<file path="config.mk">
export PLATFORM = sky130hd
export DESIGN_NAME = spm_monitor
export DESIGN_NICKNAME = d
export VERILOG_FILES = /design/src/rtl/spm_pkg.sv /design/src/rtl/spm_monitor.sv
export VERILOG_INCLUDE_DIRS = /design/src /design/src/rtl
export SDC_FILE = /design/constraint.sdc
export NUM_CORES = 1
export LEC_CHECK = 0
export BUFFER_PORTS_ARGS = -buffer_cell sky130_fd_sc_hd__buf_4
export CORE_ASPECT_RATIO = 0.8
export CORE_MARGIN = 2
export CORE_UTILIZATION = 50
export CTS_BUF_LIST = sky130_fd_sc_hd__clkbuf_2 sky130_fd_sc_hd__clkbuf_4 sky130_fd_sc_hd__clkbuf_8
export CTS_CLUSTER_SIZE = 16
export DETAILED_ROUTE_END_ITERATION = 7
export PLACE_DENSITY_LB_ADDON = 0.12
export SLEW_MARGIN = 20
export SYNTH_ARGS = -nofsm -noshare
export SYNTH_HDL_FRONTEND = slang
export SYNTH_SLANG_ARGS = --single-unit
</file>
<file path="constraint.sdc">
create_clock -name sys_clk_i -period 3.4 [get_ports sys_clk_i]
set_input_delay 0.68 -clock sys_clk_i [delete_from_list [all_inputs] [get_ports sys_clk_i]]
set_output_delay 0.68 -clock sys_clk_i [all_outputs]
set_load 0.01 [all_outputs]
</file>
<file path="src/rtl/spm_consts.svh">
`ifndef SPM_CONSTS_SVH
`define SPM_CONSTS_SVH

// ****************************************************************
// Register offsets
// ****************************************************************
`define SPM_ADDR_CTRL 12'h270
`define SPM_ADDR_WIN_LO 12'h271
`define SPM_ADDR_WIN_MID 12'h272
`define SPM_ADDR_WIN_HI 12'h273
`define SPM_ADDR_HOLD_BASE 12'h274
`define SPM_ADDR_EMB_A 12'h279
`define SPM_ADDR_EMB_B 12'h27A
`define SPM_ADDR_SRC_A 12'h559
`define SPM_ADDR_SRC_B 12'h55A
`define SPM_ADDR_CS 12'h58F

// ****************************************************************
// Field positions, codes and widths
// ****************************************************************
`define SPM_CTRL_PEAK_EN 1
`define SPM_EMB_B_BIT 1
`define SPM_SRC_MON 3'h5
`define SPM_CS_LSB 6
`define SPM_WIN_W 24
`define SPM_MAG_W 13
`define SPM_SAMPLE_W 13
`define SPM_WORD_W 16
`define SPM_CTRL_SLOTS 3
`define SPM_FRAME_W 25
`define SPM_SUB_W 5
`define SPM_FRAME_LAST 5'h18

// ****************************************************************
// Reset values
// ****************************************************************
`define SPM_RST_BYTE 8'h00
`define SPM_RST_WIN 24'h000000

`endif

</file>
<file path="src/rtl/spm_pkg.sv">
`include "spm_consts.svh"

package spm_pkg;
    typedef logic [7:0] spm_byte_t;
    typedef logic [`SPM_MAG_W-1:0] spm_mag_t;
    typedef logic [`SPM_FRAME_W-1:0] spm_frame_t;
    typedef enum logic [0:0] {
        SPM_SER_IDLE = 1'b0,
        SPM_SER_SEND = 1'b1
    } spm_ser_e;
endpackage : spm_pkg

</file>
<file path="src/rtl/spm_monitor.sv">
// Overview of operation
// RULE_01: Results readable by register and link bits
// RULE_02: One 24-bit window length shared by channels
// RULE_03: Track largest absolute sample magnitude per window
// RULE_04: Peak is 13 bits, window 24-bit count
// RULE_05: Tracking runs only with control bit 1 set
// RULE_06: Software writes window before enabling tracking
// RULE_07: Enable loads down-counter, decrements every clock
// RULE_08: Keep greater of sample and stored peak
// RULE_09: Seed peak store with current sample magnitude
// RULE_10: At count 1 copy peak to holding register
// RULE_11: Reload counter and reseed after each transfer
// RULE_12: Embedding needs 0x279 bits 1,0 and 0x27A bit 1
// RULE_13: Control-bit sources chosen at 0x559, 0x55A, 0x58F
// RULE_14: Control bits fill from MSB; CS=1 uses MSB
// RULE_15: 25-bit frame, MSB first, five subframes
// RULE_16: Every subframe opens with a start bit
// RULE_17: Receiver reassembles frames from control bits
// RULE_18: Control bits replace tail bits in words
// RULE_19: Holding keeps value; reads have no effect
// RULE_20: Start bit one, peak in low frame bits
//
// Added by the designer: the placing of the registers and strobed register access.
`timescale 1ns/1ps
`default_nettype none
`include "spm_consts.svh"

module spm_monitor #(
    parameter int NUM_CH = 2
) (
    input wire logic sys_clk_i,
    input wire logic reset_n_i,
    input wire logic [11:0] reg_addr_i,
    input wire spm_pkg::spm_byte_t reg_wdata_i,
    input wire logic reg_wr_i,
    input wire logic reg_rd_i,
    output spm_pkg::spm_byte_t reg_rdata_o,
    input wire logic [NUM_CH-1:0][`SPM_SAMPLE_W-1:0] sample_i,
    output logic [NUM_CH-1:0][`SPM_WORD_W-1:0] link_word_o
);
    import spm_pkg::*;

    // ************************************************************
    // Helpers
    // ************************************************************
    // Two's complement negate; the most negative code maps to 0x1000
    function automatic spm_mag_t spm_abs(input logic [12:0] s);
        spm_abs = s[12] ? spm_mag_t'(~s + 13'h0001) : spm_mag_t'(s);
    endfunction : spm_abs

    function automatic spm_mag_t spm_max(input spm_mag_t a,
                                         input spm_mag_t b);
        spm_max = (a > b) ? a : b;
    endfunction : spm_max

    // Start bit high in every subframe, peak in the low 13 data bits
    function automatic spm_frame_t spm_frame(input spm_mag_t p);
        spm_frame = {1'b1, 4'h0, 1'b1, 3'h0, p[12], 1'b1, p[11:8],
                     1'b1, p[7:4], 1'b1, p[3:0]}; // RULE_16 RULE_20
    endfunction : spm_frame

    // ************************************************************
    // Register file
    // ************************************************************
    spm_byte_t ctrl, emb_a, emb_b, src_a, src_b, cs_cfg, rdata;
    spm_byte_t next_ctrl, next_emb_a, next_emb_b, next_src_a;
    spm_byte_t next_src_b, next_cs_cfg, next_rdata;
    logic [`SPM_WIN_W-1:0] win, next_win;
    spm_mag_t hold [NUM_CH];
    logic peak_en, embed_en;
    logic [1:0] cs_num;

    // Write decode and one-cycle read data
    always_comb begin
        next_ctrl = ctrl;
        next_emb_a = emb_a;
        next_emb_b = emb_b;
        next_src_a = src_a;
        next_src_b = src_b;
        next_cs_cfg = cs_cfg;
        next_win = win;
        next_rdata = `SPM_RST_BYTE;
        if (reg_wr_i) begin
            if (reg_addr_i == `SPM_ADDR_CTRL) begin
                next_ctrl = reg_wdata_i; // RULE_05
            end else if (reg_addr_i == `SPM_ADDR_WIN_LO) begin
                next_win[7:0] = reg_wdata_i; // RULE_02
            end else if (reg_addr_i == `SPM_ADDR_WIN_MID) begin
                next_win[15:8] = reg_wdata_i;
            end else if (reg_addr_i == `SPM_ADDR_WIN_HI) begin
                next_win[23:16] = reg_wdata_i;
            end else if (reg_addr_i == `SPM_ADDR_EMB_A) begin
                next_emb_a = reg_wdata_i; // RULE_12
            end else if (reg_addr_i == `SPM_ADDR_EMB_B) begin
                next_emb_b = reg_wdata_i;
            end else if (reg_addr_i == `SPM_ADDR_SRC_A) begin
                next_src_a = reg_wdata_i; // RULE_13
            end else if (reg_addr_i == `SPM_ADDR_SRC_B) begin
                next_src_b = reg_wdata_i;
            end else if (reg_addr_i == `SPM_ADDR_CS) begin
                next_cs_cfg = reg_wdata_i;
            end
        end
        if (reg_rd_i) begin
            if (reg_addr_i == `SPM_ADDR_CTRL) begin
                next_rdata = ctrl;
            end else if (reg_addr_i == `SPM_ADDR_WIN_LO) begin
                next_rdata = win[7:0];
            end else if (reg_addr_i == `SPM_ADDR_WIN_MID) begin
                next_rdata = win[15:8];
            end else if (reg_addr_i == `SPM_ADDR_WIN_HI) begin
                next_rdata = win[23:16];
            end else if (reg_addr_i == `SPM_ADDR_EMB_A) begin
                next_rdata = emb_a;
            end else if (reg_addr_i == `SPM_ADDR_EMB_B) begin
                next_rdata = emb_b;
            end else if (reg_addr_i == `SPM_ADDR_SRC_A) begin
                next_rdata = src_a;
            end else if (reg_addr_i == `SPM_ADDR_SRC_B) begin
                next_rdata = src_b;
            end else if (reg_addr_i == `SPM_ADDR_CS) begin
                next_rdata = cs_cfg;
            end
            // Holding pairs: low byte then high five bits per channel
            for (int c = 0; c < NUM_CH; c++) begin
                if (reg_addr_i == `SPM_ADDR_HOLD_BASE + 12'(2 * c)) begin
                    next_rdata = hold[c][7:0]; // RULE_01 RULE_19
                end else if (reg_addr_i ==
                             `SPM_ADDR_HOLD_BASE + 12'(2 * c + 1)) begin
                    next_rdata = {3'h0, hold[c][12:8]};
                end
            end
        end
    end

    always_ff @(posedge sys_clk_i or negedge reset_n_i) begin
        if (!reset_n_i) begin
            ctrl <= `SPM_RST_BYTE;
            emb_a <= `SPM_RST_BYTE;
            emb_b <= `SPM_RST_BYTE;
            src_a <= `SPM_RST_BYTE;
            src_b <= `SPM_RST_BYTE;
            cs_cfg <= `SPM_RST_BYTE;
            win <= `SPM_RST_WIN;
            rdata <= `SPM_RST_BYTE;
        end else begin
            ctrl <= next_ctrl;
            emb_a <= next_emb_a;
            emb_b <= next_emb_b;
            src_a <= next_src_a;
            src_b <= next_src_b;
            cs_cfg <= next_cs_cfg;
            win <= next_win;
            rdata <= next_rdata;
        end
    end

    assign reg_rdata_o = rdata;
    assign peak_en = ctrl[`SPM_CTRL_PEAK_EN]; // RULE_05
    assign embed_en = (emb_a[1:0] == 2'b11) &&
                      emb_b[`SPM_EMB_B_BIT]; // RULE_12
    assign cs_num = cs_cfg[`SPM_CS_LSB+1:`SPM_CS_LSB];

    // ************************************************************
    // Window timer and peak trackers
    // ************************************************************
    logic running, next_running, seed, next_seed;
    logic [`SPM_WIN_W-1:0] cnt, next_cnt;
    spm_mag_t peak [NUM_CH];
    spm_mag_t next_peak [NUM_CH];
    spm_mag_t next_hold [NUM_CH];
    spm_mag_t cand [NUM_CH];
    logic xfer;

    // A window of 0 or 1 is treated as one sample so the timer
    // never wraps through zero and stalls reporting for 2^24 clocks.
    // Gated by the enable so a disable never fakes a last transfer.
    assign xfer = running && peak_en && (cnt <= `SPM_WIN_W'(1)); // RULE_10

    // Load and reload behave alike: the sample at hand seeds the store
    // and the counter takes the window, so the first window is no
    // longer than the rest. Reset sets seed; after that it marks a store holding one sample.
    always_comb begin
        next_running = peak_en;
        next_seed = 1'b0;
        next_cnt = cnt;
        for (int c = 0; c < NUM_CH; c++) begin
            cand[c] = spm_max(peak[c], spm_abs(sample_i[c]));
            next_peak[c] = peak[c];
            next_hold[c] = hold[c]; // RULE_19
        end
        if (peak_en && (!running || xfer)) begin
            next_cnt = win; // RULE_07 RULE_11
            next_seed = 1'b1;
            for (int c = 0; c < NUM_CH; c++) begin
                next_peak[c] = spm_abs(sample_i[c]); // RULE_09 RULE_03
                if (xfer) begin
                    next_hold[c] = peak[c]; // RULE_10 RULE_04
                end
            end
        end else if (peak_en) begin
            next_cnt = cnt - `SPM_WIN_W'(1); // RULE_07
            for (int c = 0; c < NUM_CH; c++) begin
                next_peak[c] = cand[c]; // RULE_08
            end
        end
    end

    always_ff @(posedge sys_clk_i or negedge reset_n_i) begin
        if (!reset_n_i) begin
            running <= 1'b0;
            seed <= 1'b1;
            cnt <= `SPM_RST_WIN;
            for (int c = 0; c < NUM_CH; c++) begin
                peak[c] <= '0;
                hold[c] <= '0;
            end
        end else begin
            running <= next_running;
            seed <= next_seed;
            cnt <= next_cnt;
            for (int c = 0; c < NUM_CH; c++) begin
                peak[c] <= next_peak[c];
                hold[c] <= next_hold[c];
            end
        end
    end

    // ************************************************************
    // Frame serializer and link word assembly
    // ************************************************************
    spm_ser_e ser_st [NUM_CH];
    spm_ser_e next_ser_st [NUM_CH];
    spm_frame_t shreg [NUM_CH];
    spm_frame_t next_shreg [NUM_CH];
    logic [4:0] bitcnt [NUM_CH];
    logic [4:0] next_bitcnt [NUM_CH];
    logic [NUM_CH-1:0] pend, next_pend;
    logic [NUM_CH-1:0][`SPM_WORD_W-1:0] next_word;
    logic [2:0] srcs [3];
    logic mon_bit;

    assign srcs[0] = src_a[2:0];
    assign srcs[1] = src_a[6:4];
    assign srcs[2] = src_b[2:0];

    // A new peak arriving mid-frame waits; the frame in flight is
    // never cut, so the receiver only ever sees whole frames.
    always_comb begin
        mon_bit = 1'b0;
        for (int c = 0; c < NUM_CH; c++) begin
            next_ser_st[c] = ser_st[c];
            next_shreg[c] = shreg[c];
            next_bitcnt[c] = bitcnt[c];
            next_pend[c] = pend[c];
            case (ser_st[c])
                SPM_SER_IDLE: begin
                    if (pend[c]) begin
                        next_ser_st[c] = SPM_SER_SEND;
                        next_shreg[c] = spm_frame(hold[c]); // RULE_15
                        next_bitcnt[c] = 5'h00;
                        next_pend[c] = 1'b0;
                    end
                end
                SPM_SER_SEND: begin
                    next_shreg[c] = {shreg[c][23:0], 1'b0}; // RULE_15
                    next_bitcnt[c] = bitcnt[c] + 5'h01;
                    if (bitcnt[c] == `SPM_FRAME_LAST) begin
                        next_ser_st[c] = SPM_SER_IDLE;
                    end
                end
                default: begin
                    next_ser_st[c] = SPM_SER_IDLE;
                end
            endcase
            // Transfer sets the request even while it is being taken
            if (xfer) begin
                next_pend[c] = 1'b1;
            end
            mon_bit = (ser_st[c] == SPM_SER_SEND) && shreg[c][24];
            next_word[c] = {sample_i[c], 3'h0}; // RULE_18
            for (int j = 0; j < `SPM_CTRL_SLOTS; j++) begin
                if (embed_en && (2'(j) < cs_num) &&
                    (srcs[j] == `SPM_SRC_MON)) begin
                    next_word[c][2-j] = mon_bit; // RULE_14 RULE_01
                end
            end
        end
    end

    always_ff @(posedge sys_clk_i or negedge reset_n_i) begin
        if (!reset_n_i) begin
            pend <= '0;
            link_word_o <= '0;
            for (int c = 0; c < NUM_CH; c++) begin
                ser_st[c] <= SPM_SER_IDLE;
                shreg[c] <= '0;
                bitcnt[c] <= 5'h00;
            end
        end else begin
            pend <= next_pend;
            link_word_o <= next_word;
            for (int c = 0; c < NUM_CH; c++) begin
                ser_st[c] <= next_ser_st[c];
                shreg[c] <= next_shreg[c];
                bitcnt[c] <= next_bitcnt[c];
            end
        end
    end
endmodule : spm_monitor
`default_nettype wire

</file>
==> results of run 1 <==
-- synth_stat cells, drive strengths merged, types with 8 or more instances --
cell type,number
nand2b,20
xor2,19
a22oi,8
nor2,76
ha,34
mux2,74
dfrtp,253
mux2i,65
nand3,30
buf,15
nand4,10
a21oi,61
o21ai,131
nor3,22
inv,56
a211oi,8
clkbuf,45
nand2,119
o21a,8
-- flip-flops by register name, summed over array words and instances, names as in the netlist --
signal and count:
shreg 50, ser_st 2, src_b 8, peak 26, bitcnt 10, ctrl 8
cs_cfg 8, emb_a 8, reg_rdata_o 8, src_a 8, hold 26, emb_b 8
win 24, cnt 24, link_word_o 32, pend 2, running 1
-- layout by cell type (no fill, tap or decap), drive strengths merged, types with 6 or more instances in the layout --
cell / n
nand2: 119
nand3: 30
inv: 56
a22oi: 8
dfrtp: 253
o21a: 8
o41ai: 6
clkbuf: 68
a22o: 6
ha: 34
clkinv: 9
or2: 6
o21ai: 131
o311ai: 6
mux2i: 65
xor2: 19
buf: 145
a21oi: 61
nand2b: 20
mux2: 74
nor2: 76
nor3: 22
xnor2: 6
nor4: 6
nand4: 10
a211oi: 8
-- area by class of cell --
class | instances | area, sq um | share of cell area, %
Sequential cell | 253 | 6330 | 43.3
Multi-Input combinational cell | 815 | 5570 | 38.1
Timing Repair Buffer | 145 | 1130 | 7.75
Clock buffer | 68 | 880 | 6.01
Tap cell | 318 | 398 | 2.72
Inverter | 57 | 214 | 1.46
Clock inverter | 10 | 100 | 0.684
-- routing by layer --
metal | track usage [%] | wire [um] | up-vias
li1 | - | - | 4496
met1 | 36.8 | 15600 | 4461
met2 | 32.0 | 11700 | 252
met3 | 4.18 | 1650 | 46
met4 | 7.36 | 670 | 0
met5 | 0 | 0 | -
-- final timing paths --
path                       depth (start not counted)               to         start  slack (ns)
hold reg to reg                                    2        shreg[40]     shreg[39]        0.48
hold / removal                                     1        shreg[45]     reset_n_i        0.16
min in group sys_clk_i                             1  link_word_o[13]  sample_i[10]        0.27
setup reg to reg                                   8          peak[3]       cnt[18]        0.47
setup / recovery                                  13          peak[3]  sample_i[17]        0.29
max in group asynchronous                          2        cs_cfg[4]     reset_n_i        2.40
-- power breakdown --
| part | switching (mW) | internal [mW] |
|---|---|---|
| Sequential | 0.0547 | 3.09 |
| Clock | 1.25 | 1.80 |
| Combinational | 0.464 | 0.291 |
| Total | 1.77 | 5.17 |
-- logic make-up (layout without fill, tap and decap cells) --
family	after synthesis	in the layout	synth area share [%]
AOI/OAI and AO/OA	288	288	14.4
xor gates and xnor gates	25	25	1.77
adders and majority gates	34	34	3.44
buffers and inverters	117	280	3.91
DFF	253	253	51.3
muxes	143	143	12.7
and+or+nand+nor	325	325	12.5
==> flow_metrics.tcl, run 1 <==
set metrics [dict create \
    grt_antenna_before_repair 0 \
    cts_hold_buf 0 \
    tightest_slew_ns 0.983 \
    place_area_sq_um 13600 \
    drc 0 \
    hold_slack_ns 0.156 \
    cts_buffers 43 \
    syn_avg_cell_area_sq_um 10.4 \
    cp.arrival_ns 3.56 \
    viasPerCell 5.56 \
    worstPathRequired_ns 3.85 \
    grt_max_degree 89 \
    synth_ff_type "dfrtp_1" \
    drt-initial-drc-count 741 \
    crit_chain "buf_4 > nor3_1 > nand3_1 > or4b_2 > ha_1 > and4_1 > nand3_1 > nor3_1 > o21ai_0 > buf_4 > o41ai_4 > buf_4 > mux2i_1" \
    setup_viol 0 \
    num-nets-final 1399 \
    drive_above_1_share_pct 23.5 \
    clk_latency_ns 0.54 \
    dpl.hpwl_mm 20.7 \
    ys_async_sr_fraction_pct 100 \
    syn_nets 1269 \
    synth_edf_count 0 \
    p_leak_nw 6.76 \
    layout_setup_ws_ns 0.294 \
    vias 9255 \
    max_freq_mhz 322 \
    grt_usage_pct 23.3 \
    cts_root_buf "clkbuf_8" \
    clock_skew_ns 0.0143 \
    num_io_pins 90 \
    placedCellCount 1588 \
    netlist_instances 1185 \
    layout_min_cycle_time_ns 3.11 \
    synth.yosys.seq_area_share_pct 51.3 \
    status "complete, no violations" \
    cts_sinks 253 \
    power.density_nw_per_um2 475 \
    drt-total-wl_mm 29.7 \
    fin_crit_sh_pct 91.3 \
    path_buf_inv 3 \
    tns_ns 0 \
    ctsResizeCount 0 \
    rows 51 \
    crit_type "in2reg" \
    cts_buffer_depth 3 \
    core_region_area_sq_um 24300 \
    timing.critical_path.max_delay_family "simple AND/OR/NAND/NOR gates" \
    yosys_warnings 0 \
    wl_per_cell_um 17.8 \
    hold_viol 0 \
    grt-ovfl-total 0 \
    cpPeakStageDelay_ns 0.68 \
    htree_num_levels 2 \
    cpMaxStageDelayCell "or4b_2" \
    yosys.area.top_type "dfrtp_1" \
    grt_pass1_vias 8748 \
    rsz0062_at_grt "false" \
    pre_cts_slack_ns -0.263 \
    max-cap-violations 0 \
    crit_path_frequent_cell "buf_4" \
    fp.dieW_um 180 \
    irDropWorstVdd_mv 0.252 \
    clk_pin_slew_ns 0.06 \
    n_antenna_cell 0 \
    synth-seq-cells 253 \
    post-route-cell-area_sq_um 14600 \
    grt_pass1_wl_mm 48.3 \
    finalWeightedCongestion 0.851 \
    postRouteAntennaNets 0 \
    design_power_total_mw 6.94 \
    post-cts-setup-buffer-count 0 \
    synthToLayoutAreaGrowth_pct 18.4 \
    hold_path.class "in2async" \
    cp_max_fo 5 \
    tritoncts "yes" \
    fin_cells 1666 \
    synth_cell_types 71 \
    syn-cell-area_sq_um 12400 \
    worst_setup_path_end_kind "flop" \
    dieArea_sq_um 26000 \
    synth.top_cell.area_share_pct 51.3 \
    port-buffer-count 89 \
    drv_slew 0 \
    max_slew_margin_pct 34.5 \
    synth_area_leaders "dfrtp_1 (51%), mux2_2 (6.7%), mux2i_1 (5.3%), o21ai_0 (5.3%), nand2_1 (3.6%)" \
    startpoint_type "input port" \
    dr.pass1.iters 5 \
    utilization_pct 60.2 \
    die_h_um 145 \
    initial_core_util_pct 50.8 \
    nFillCells 2055 \
]
Power figures use the tool's default switching activity.
==> run 2, diff against run 1 <==
Settings changed: CORE_UTILIZATION 50 to 40.
==> run 2 against run 1 <==
Critical path depth up 1. Combinational power up 3.2%. Setup slack worse by 0.043 ns. Core utilization down 11 points.
==> flow_metrics.tcl, run 2 (synthesis gave the netlist of run 1 again) <==
set metrics [dict create \
    clk_pin_slew_ns 0.06 \
    reg.largest.list "shreg: 50 flops, link_word_o: 32 flops" \
    setup_viol 0 \
    max_freq_mhz 318 \
    htree_num_levels 2 \
    startpoint_type "input port" \
    tns_ns 0 \
    postRouteAntennaNets 0 \
    dieArea_sq_um 32300 \
    fp.dieW_um 200 \
    rows 57 \
    hold_path.class "in2async" \
    worstPathRequired_ns 3.88 \
    cts_sinks 253 \
    layout_setup_ws_ns 0.252 \
    finalWeightedCongestion 0.847 \
    n_antenna_cell 0 \
    largest_reg_flops 50 \
    regMostFlops "shreg" \
    die_h_um 161 \
    port-buffer-count 89 \
    path_buf_inv 2 \
    grt_pass1_wl_mm 51.1 \
    hold_viol 0 \
    grt_max_degree 96 \
    cts_hold_buf 0 \
    pre_cts_slack_ns -0.326 \
    timing.critical_path.max_delay_family "simple AND/OR/NAND/NOR gates" \
    tightest_slew_ns 0.811 \
    ctsResizeCount 0 \
    max_slew_margin_pct 46.0 \
    cp.arrival_ns 3.62 \
    vias 9243 \
    drt-initial-drc-count 522 \
    cpMaxStageDelayCell "or4_1" \
    grt_usage_pct 19.7 \
    grt_pass1_vias 9000 \
    rsz0062_at_grt "false" \
    synthToLayoutAreaGrowth_pct 19.8 \
    cpPeakStageDelay_ns 0.56 \
    clock_skew_ns 0.0193 \
    tritoncts "yes" \
    layout_min_cycle_time_ns 3.15 \
    cts_buffer_depth 3 \
    initial_core_util_pct 40.7 \
    post-cts-setup-buffer-count 0 \
    status "complete, no violations" \
    num-nets-final 1406 \
    wl_per_cell_um 17.6 \
    crit_type "in2reg" \
    drt-total-wl_mm 31.2 \
    max-cap-violations 0 \
    irDropWorstVdd_mv 0.250 \
    dr.pass1.iters 5 \
    p_leak_nw 6.79 \
    clk_latency_ns 0.57 \
    worst_setup_path_end_kind "flop" \
    layout_commonest_cell "dfrtp_1" \
    power.density_nw_per_um2 473 \
    crit_chain "buf_4 > or4_1 > o41ai_2 > nand2_1 > nand2_1 > xor2_1 > ha_1 > o21ai_0 > nor2_1 > nor3_1 > nor2_1 > o41ai_4 > buf_4 > mux2i_1" \
    drc 0 \
    cp_max_fo 6 \
    grt_antenna_before_repair 0 \
    viasPerCell 5.22 \
    core_region_area_sq_um 30400 \
    grt-ovfl-total 0 \
    cts_root_buf "clkbuf_8" \
    dpl.hpwl_mm 21.5 \
    fin_crit_sh_pct 92.6 \
    drv_slew 0 \
    drive_above_1_share_pct 24.0 \
    num_io_pins 90 \
    mostFrequentLayoutCells "dfrtp_1 (253), buf_4 (146), o21ai_0 (130)" \
    cts_buffers 45 \
]
==> run 2: cell count changes in the layout (fill, tap and decap cells not counted) <==
cell        before  now
clkbuf_4         9   10
clkinvlp_4       0    2
clkbuf_8        59   64
clkinv_2         8    6
buf_4          141  146
bufinv_16        2    0
==> run 2: layout make-up <==
cell class	count	area (sq um)
inverters	57	214
well taps	413	517
clock buffers	74	956
fillers	2860	15600
repair buffers	150	1170
clock inverters	8	45.0
multi-input cells	815	5570
flip-flops and latches	253	6330
==> run 2: final timing paths <==
check                       startpoint         endpoint  slack, ns  cells after the start
setup reg to reg               cnt[18]          peak[2]       0.45                      8
hold reg to reg              shreg[13]        shreg[14]       0.48                      2
setup / recovery           sample_i[1]         peak[17]       0.25                     14
hold / removal               reset_n_i        shreg[43]       0.12                      1
max in group asynchronous    reset_n_i  link_word_o[15]       2.38                      2
min in group sys_clk_i     sample_i[2]   link_word_o[5]       0.25                      1
==> run 2: power by group <==
part	switching [mW]	internal, mW	total [mW]
registers	0.0565	3.09	3.14
clock network	1.30	1.77	3.07
logic	0.474	0.305	0.779
==> run 2: through the flow <==
step / utilization [%] / hold WS, ns / std cells / instance area, sq um / power, mW
2_1_floorplan: - / 0.384 / 1185 / 12400 / 3.62
3_3_place_gp: 45.4 / 0.464 / 1688 / 13800 / 3.97
3_5_place_dp: 45.4 / 0.469 / 1688 / 13800 / 3.98
4_1_cts: 48.7 / 0.164 / 1770 / 14800 / 7.10
5_1_grt: 48.7 / 0.175 / 1770 / 14800 / 7.36
6_report: 48.7 / 0.124 / 1770 / 14800 / 7.00
==> run 2: layer usage <==
layer	vias up	GRT usage [%]	part of all wire [%]
li1	4508	-	-
met1	4505	32.1	54
met2	196	26.5	40
met3	34	3.59	4.6
met4	0	4.44	1.3
met5	-	0	0
==> run 3, diff against run 2 <==
--- a/config.mk
+++ b/config.mk
@@ -14,4 +14,5 @@
 export CTS_CLUSTER_SIZE = 16
 export DETAILED_ROUTE_END_ITERATION = 7
+export MAX_ROUTING_LAYER = met4
 export PLACE_DENSITY_LB_ADDON = 0.12
 export SLEW_MARGIN = 20
==> constraint.sdc (replaced) <==
create_clock -name sys_clk_i -period 3.4 [get_ports sys_clk_i]
set_input_delay 0.34 -clock sys_clk_i [delete_from_list [all_inputs] [get_ports sys_clk_i]]
set_output_delay 0.34 -clock sys_clk_i [all_outputs]
set_load 0.01 [all_outputs]
==> run 3 against run 2 <==
Sequential cell count did not move. Critical endpoint is now peak[6]. Clock power down 5%. Critical path depth increased by 1. Cell area grew 0.78%.
==> flow_metrics.tcl, run 3 (synthesis gave the netlist of run 1 again) <==
set metrics [dict create \
    status "complete, no violations" \
    core_region_area_sq_um 30400 \
    dr.pass1.iters 5 \
    hold_path.class "in2reg" \
    sequentialPowerShare_pct 45.8 \
    p_int_mw 5.08 \
    crit_type "in2reg" \
    dpl.hpwl_mm 21.4 \
    reg2reg_to "peak[6]" \
    drt-total-wl_mm 31.4 \
    drive_above_1_share_pct 23.0 \
    die_h_um 161 \
    crit_cells 15 \
    hold_slack_ns 0.0361 \
    drc 0 \
    timing.critical_path.max_delay_family "buffers and inverters" \
    startpoint_type "input port" \
    initial_core_util_pct 40.7 \
    clock_skew_ns 0.0296 \
    regMostFlops "shreg" \
    num-nets-final 1416 \
    pre_cts_slack_ns -0.189 \
    tritoncts "yes" \
    cp_max_fo 7 \
    htree_num_levels 2 \
    grt_antenna_before_repair 0 \
    n_antenna_cell 0 \
    tns_ns 0 \
    irDropWorstVdd_mv 0.345 \
    min_from "sample_i[15]" \
    path_buf_inv 4 \
    cts_sinks 253 \
    layout_commonest_cell "dfrtp_1" \
    cpMaxStageDelayCell "o41ai_4" \
    utilization_pct 49.1 \
    layout_min_cycle_time_ns 3.17 \
    grt_pass1_wl_mm 50.9 \
    crit_path_frequent_cell "nor2_1" \
    whs_endpoint "link_word_o[21]" \
    port-buffer-count 89 \
    grt_pass1_vias 8932 \
    cts_root_buf "clkbuf_8" \
    cts_buffer_depth 3 \
    viasPerCell 5.23 \
    rsz0062_at_grt "false" \
    drt-initial-drc-count 624 \
    cp.arrival_ns 3.64 \
    power.density_nw_per_um2 461 \
    p_leak_nw 6.84 \
    max_freq_mhz 315 \
    synthToLayoutAreaGrowth_pct 20.8 \
    grt_usage_pct 20.3 \
    p_comb_share_pct 11.5 \
    clk_pin_slew_ns 0.06 \
    place_area_sq_um 13700 \
    reg2reg_slack_ns 0.44 \
    rows 57 \
    drv_slew 0 \
    max_slew_margin_pct 37.6 \
    worst_setup_path_end_kind "flop" \
    postRouteAntennaNets 0 \
    cts_buffers 43 \
    mostFrequentLayoutCells "dfrtp_1 (253), buf_4 (131), o21ai_0 (128)" \
    worstPathRequired_ns 3.87 \
    vias 9298 \
    wl_per_cell_um 17.7 \
    post-route-cell-area_sq_um 14900 \
    p_clk_share_pct 42.7 \
    setup_viol 0 \
    crit_chain "buf_4 > dlygate4sd3_1 > buf_4 > nor2_1 > nand3_1 > o21ai_0 > xor2_1 > ha_1 > o21ai_0 > nor2_1 > nor3_1 > nor2_1 > o41ai_4 > buf_6 > mux2i_1" \
    r2r-start "cnt[18]" \
    clk_latency_ns 0.57 \
    p_sw_mw 1.79 \
    grt-ovfl-total 0 \
    fin_cells 1777 \
    swShare_pct 26.0 \
    design_power_total_mw 6.87 \
    reg.largest.list "shreg: 50 flops, link_word_o: 32 flops" \
    dieArea_sq_um 32300 \
    num_io_pins 90 \
    tightest_slew_ns 0.936 \
    grt_max_degree 99 \
    placedCellCount 1673 \
    worst_r2r_path_depth 7 \
    fin_crit_sh_pct 93.3 \
    fp.dieW_um 200 \
    hold_viol 0 \
    whs_path_depth 2 \
    max-cap-violations 0 \
    finalWeightedCongestion 0.852 \
    largest_reg_flops 50 \
    layout_setup_ws_ns 0.229 \
    cpPeakStageDelay_ns 0.64 \
]
run 3: changes by cell type in the layout (fill, tap and decap cells not counted), moves of 2 or more:
cell            change
o21ai_0             -2
buf_4              -15
dlymetal6s4s_1      +4
clkinv_2            -4
xor2_1              -2
clkbuf_8            -7
xor2_2              +2
clkbuf_4            +7
dlygate4sd3_1      +22
buf_6               +3
buf_12              -2
run 3: worst max-delay path by stage:
stage	startpoint	to	slack (ns)
finish	sample_i[13]	peak[6]	0.23
global placement	sample_i[17]	peak[2]	-0.15
detailed placement	sample_i[17]	peak[3]	-0.19
CTS	sample_i[14]	peak[6]	0.06
floorplan	sample_i[1]	peak[20]	0.12
global route	sample_i[14]	peak[1]	0.06
run 3: final cells by class:
class,count,area (sq um)
flip-flops and latches,253,6330
multi-input cells,815,5600
well taps,413,517
clock buffers,74,912
clock inverters,3,17.5
repair buffers,162,1320
inverters,57,214
fillers,2869,15500
run 3: power by group through the flow:
stage          clock (mW)  combinational [mW]  sequential, mW
2_1_floorplan           0               0.423            3.19
3_3_place_gp            0               0.752            3.20
3_5_place_dp            0               0.758            3.20
4_1_cts              3.03               0.786            3.14
5_1_grt              3.17               0.896            3.15
6_report             2.93               0.792            3.15
run 3: repair_timing:
item | in CTS | in global routing
resized for setup | 0 | 17
endpoints found under the setup margin | 0 | 13
setup buffers | 0 | 4
hold buffers | 26 | 0
hold endpoints to repair | 117 | 0
run 3: layer usage:
| layer | routed length (um) | global-route usage, % |
|---|---|---|
| met1 | 16700 | 31.7 |
| met2 | 12700 | 27.1 |
| met3 | 1350 | 3.45 |
| met4 | 560 | 5.15 |
| met5 | 0 | - |
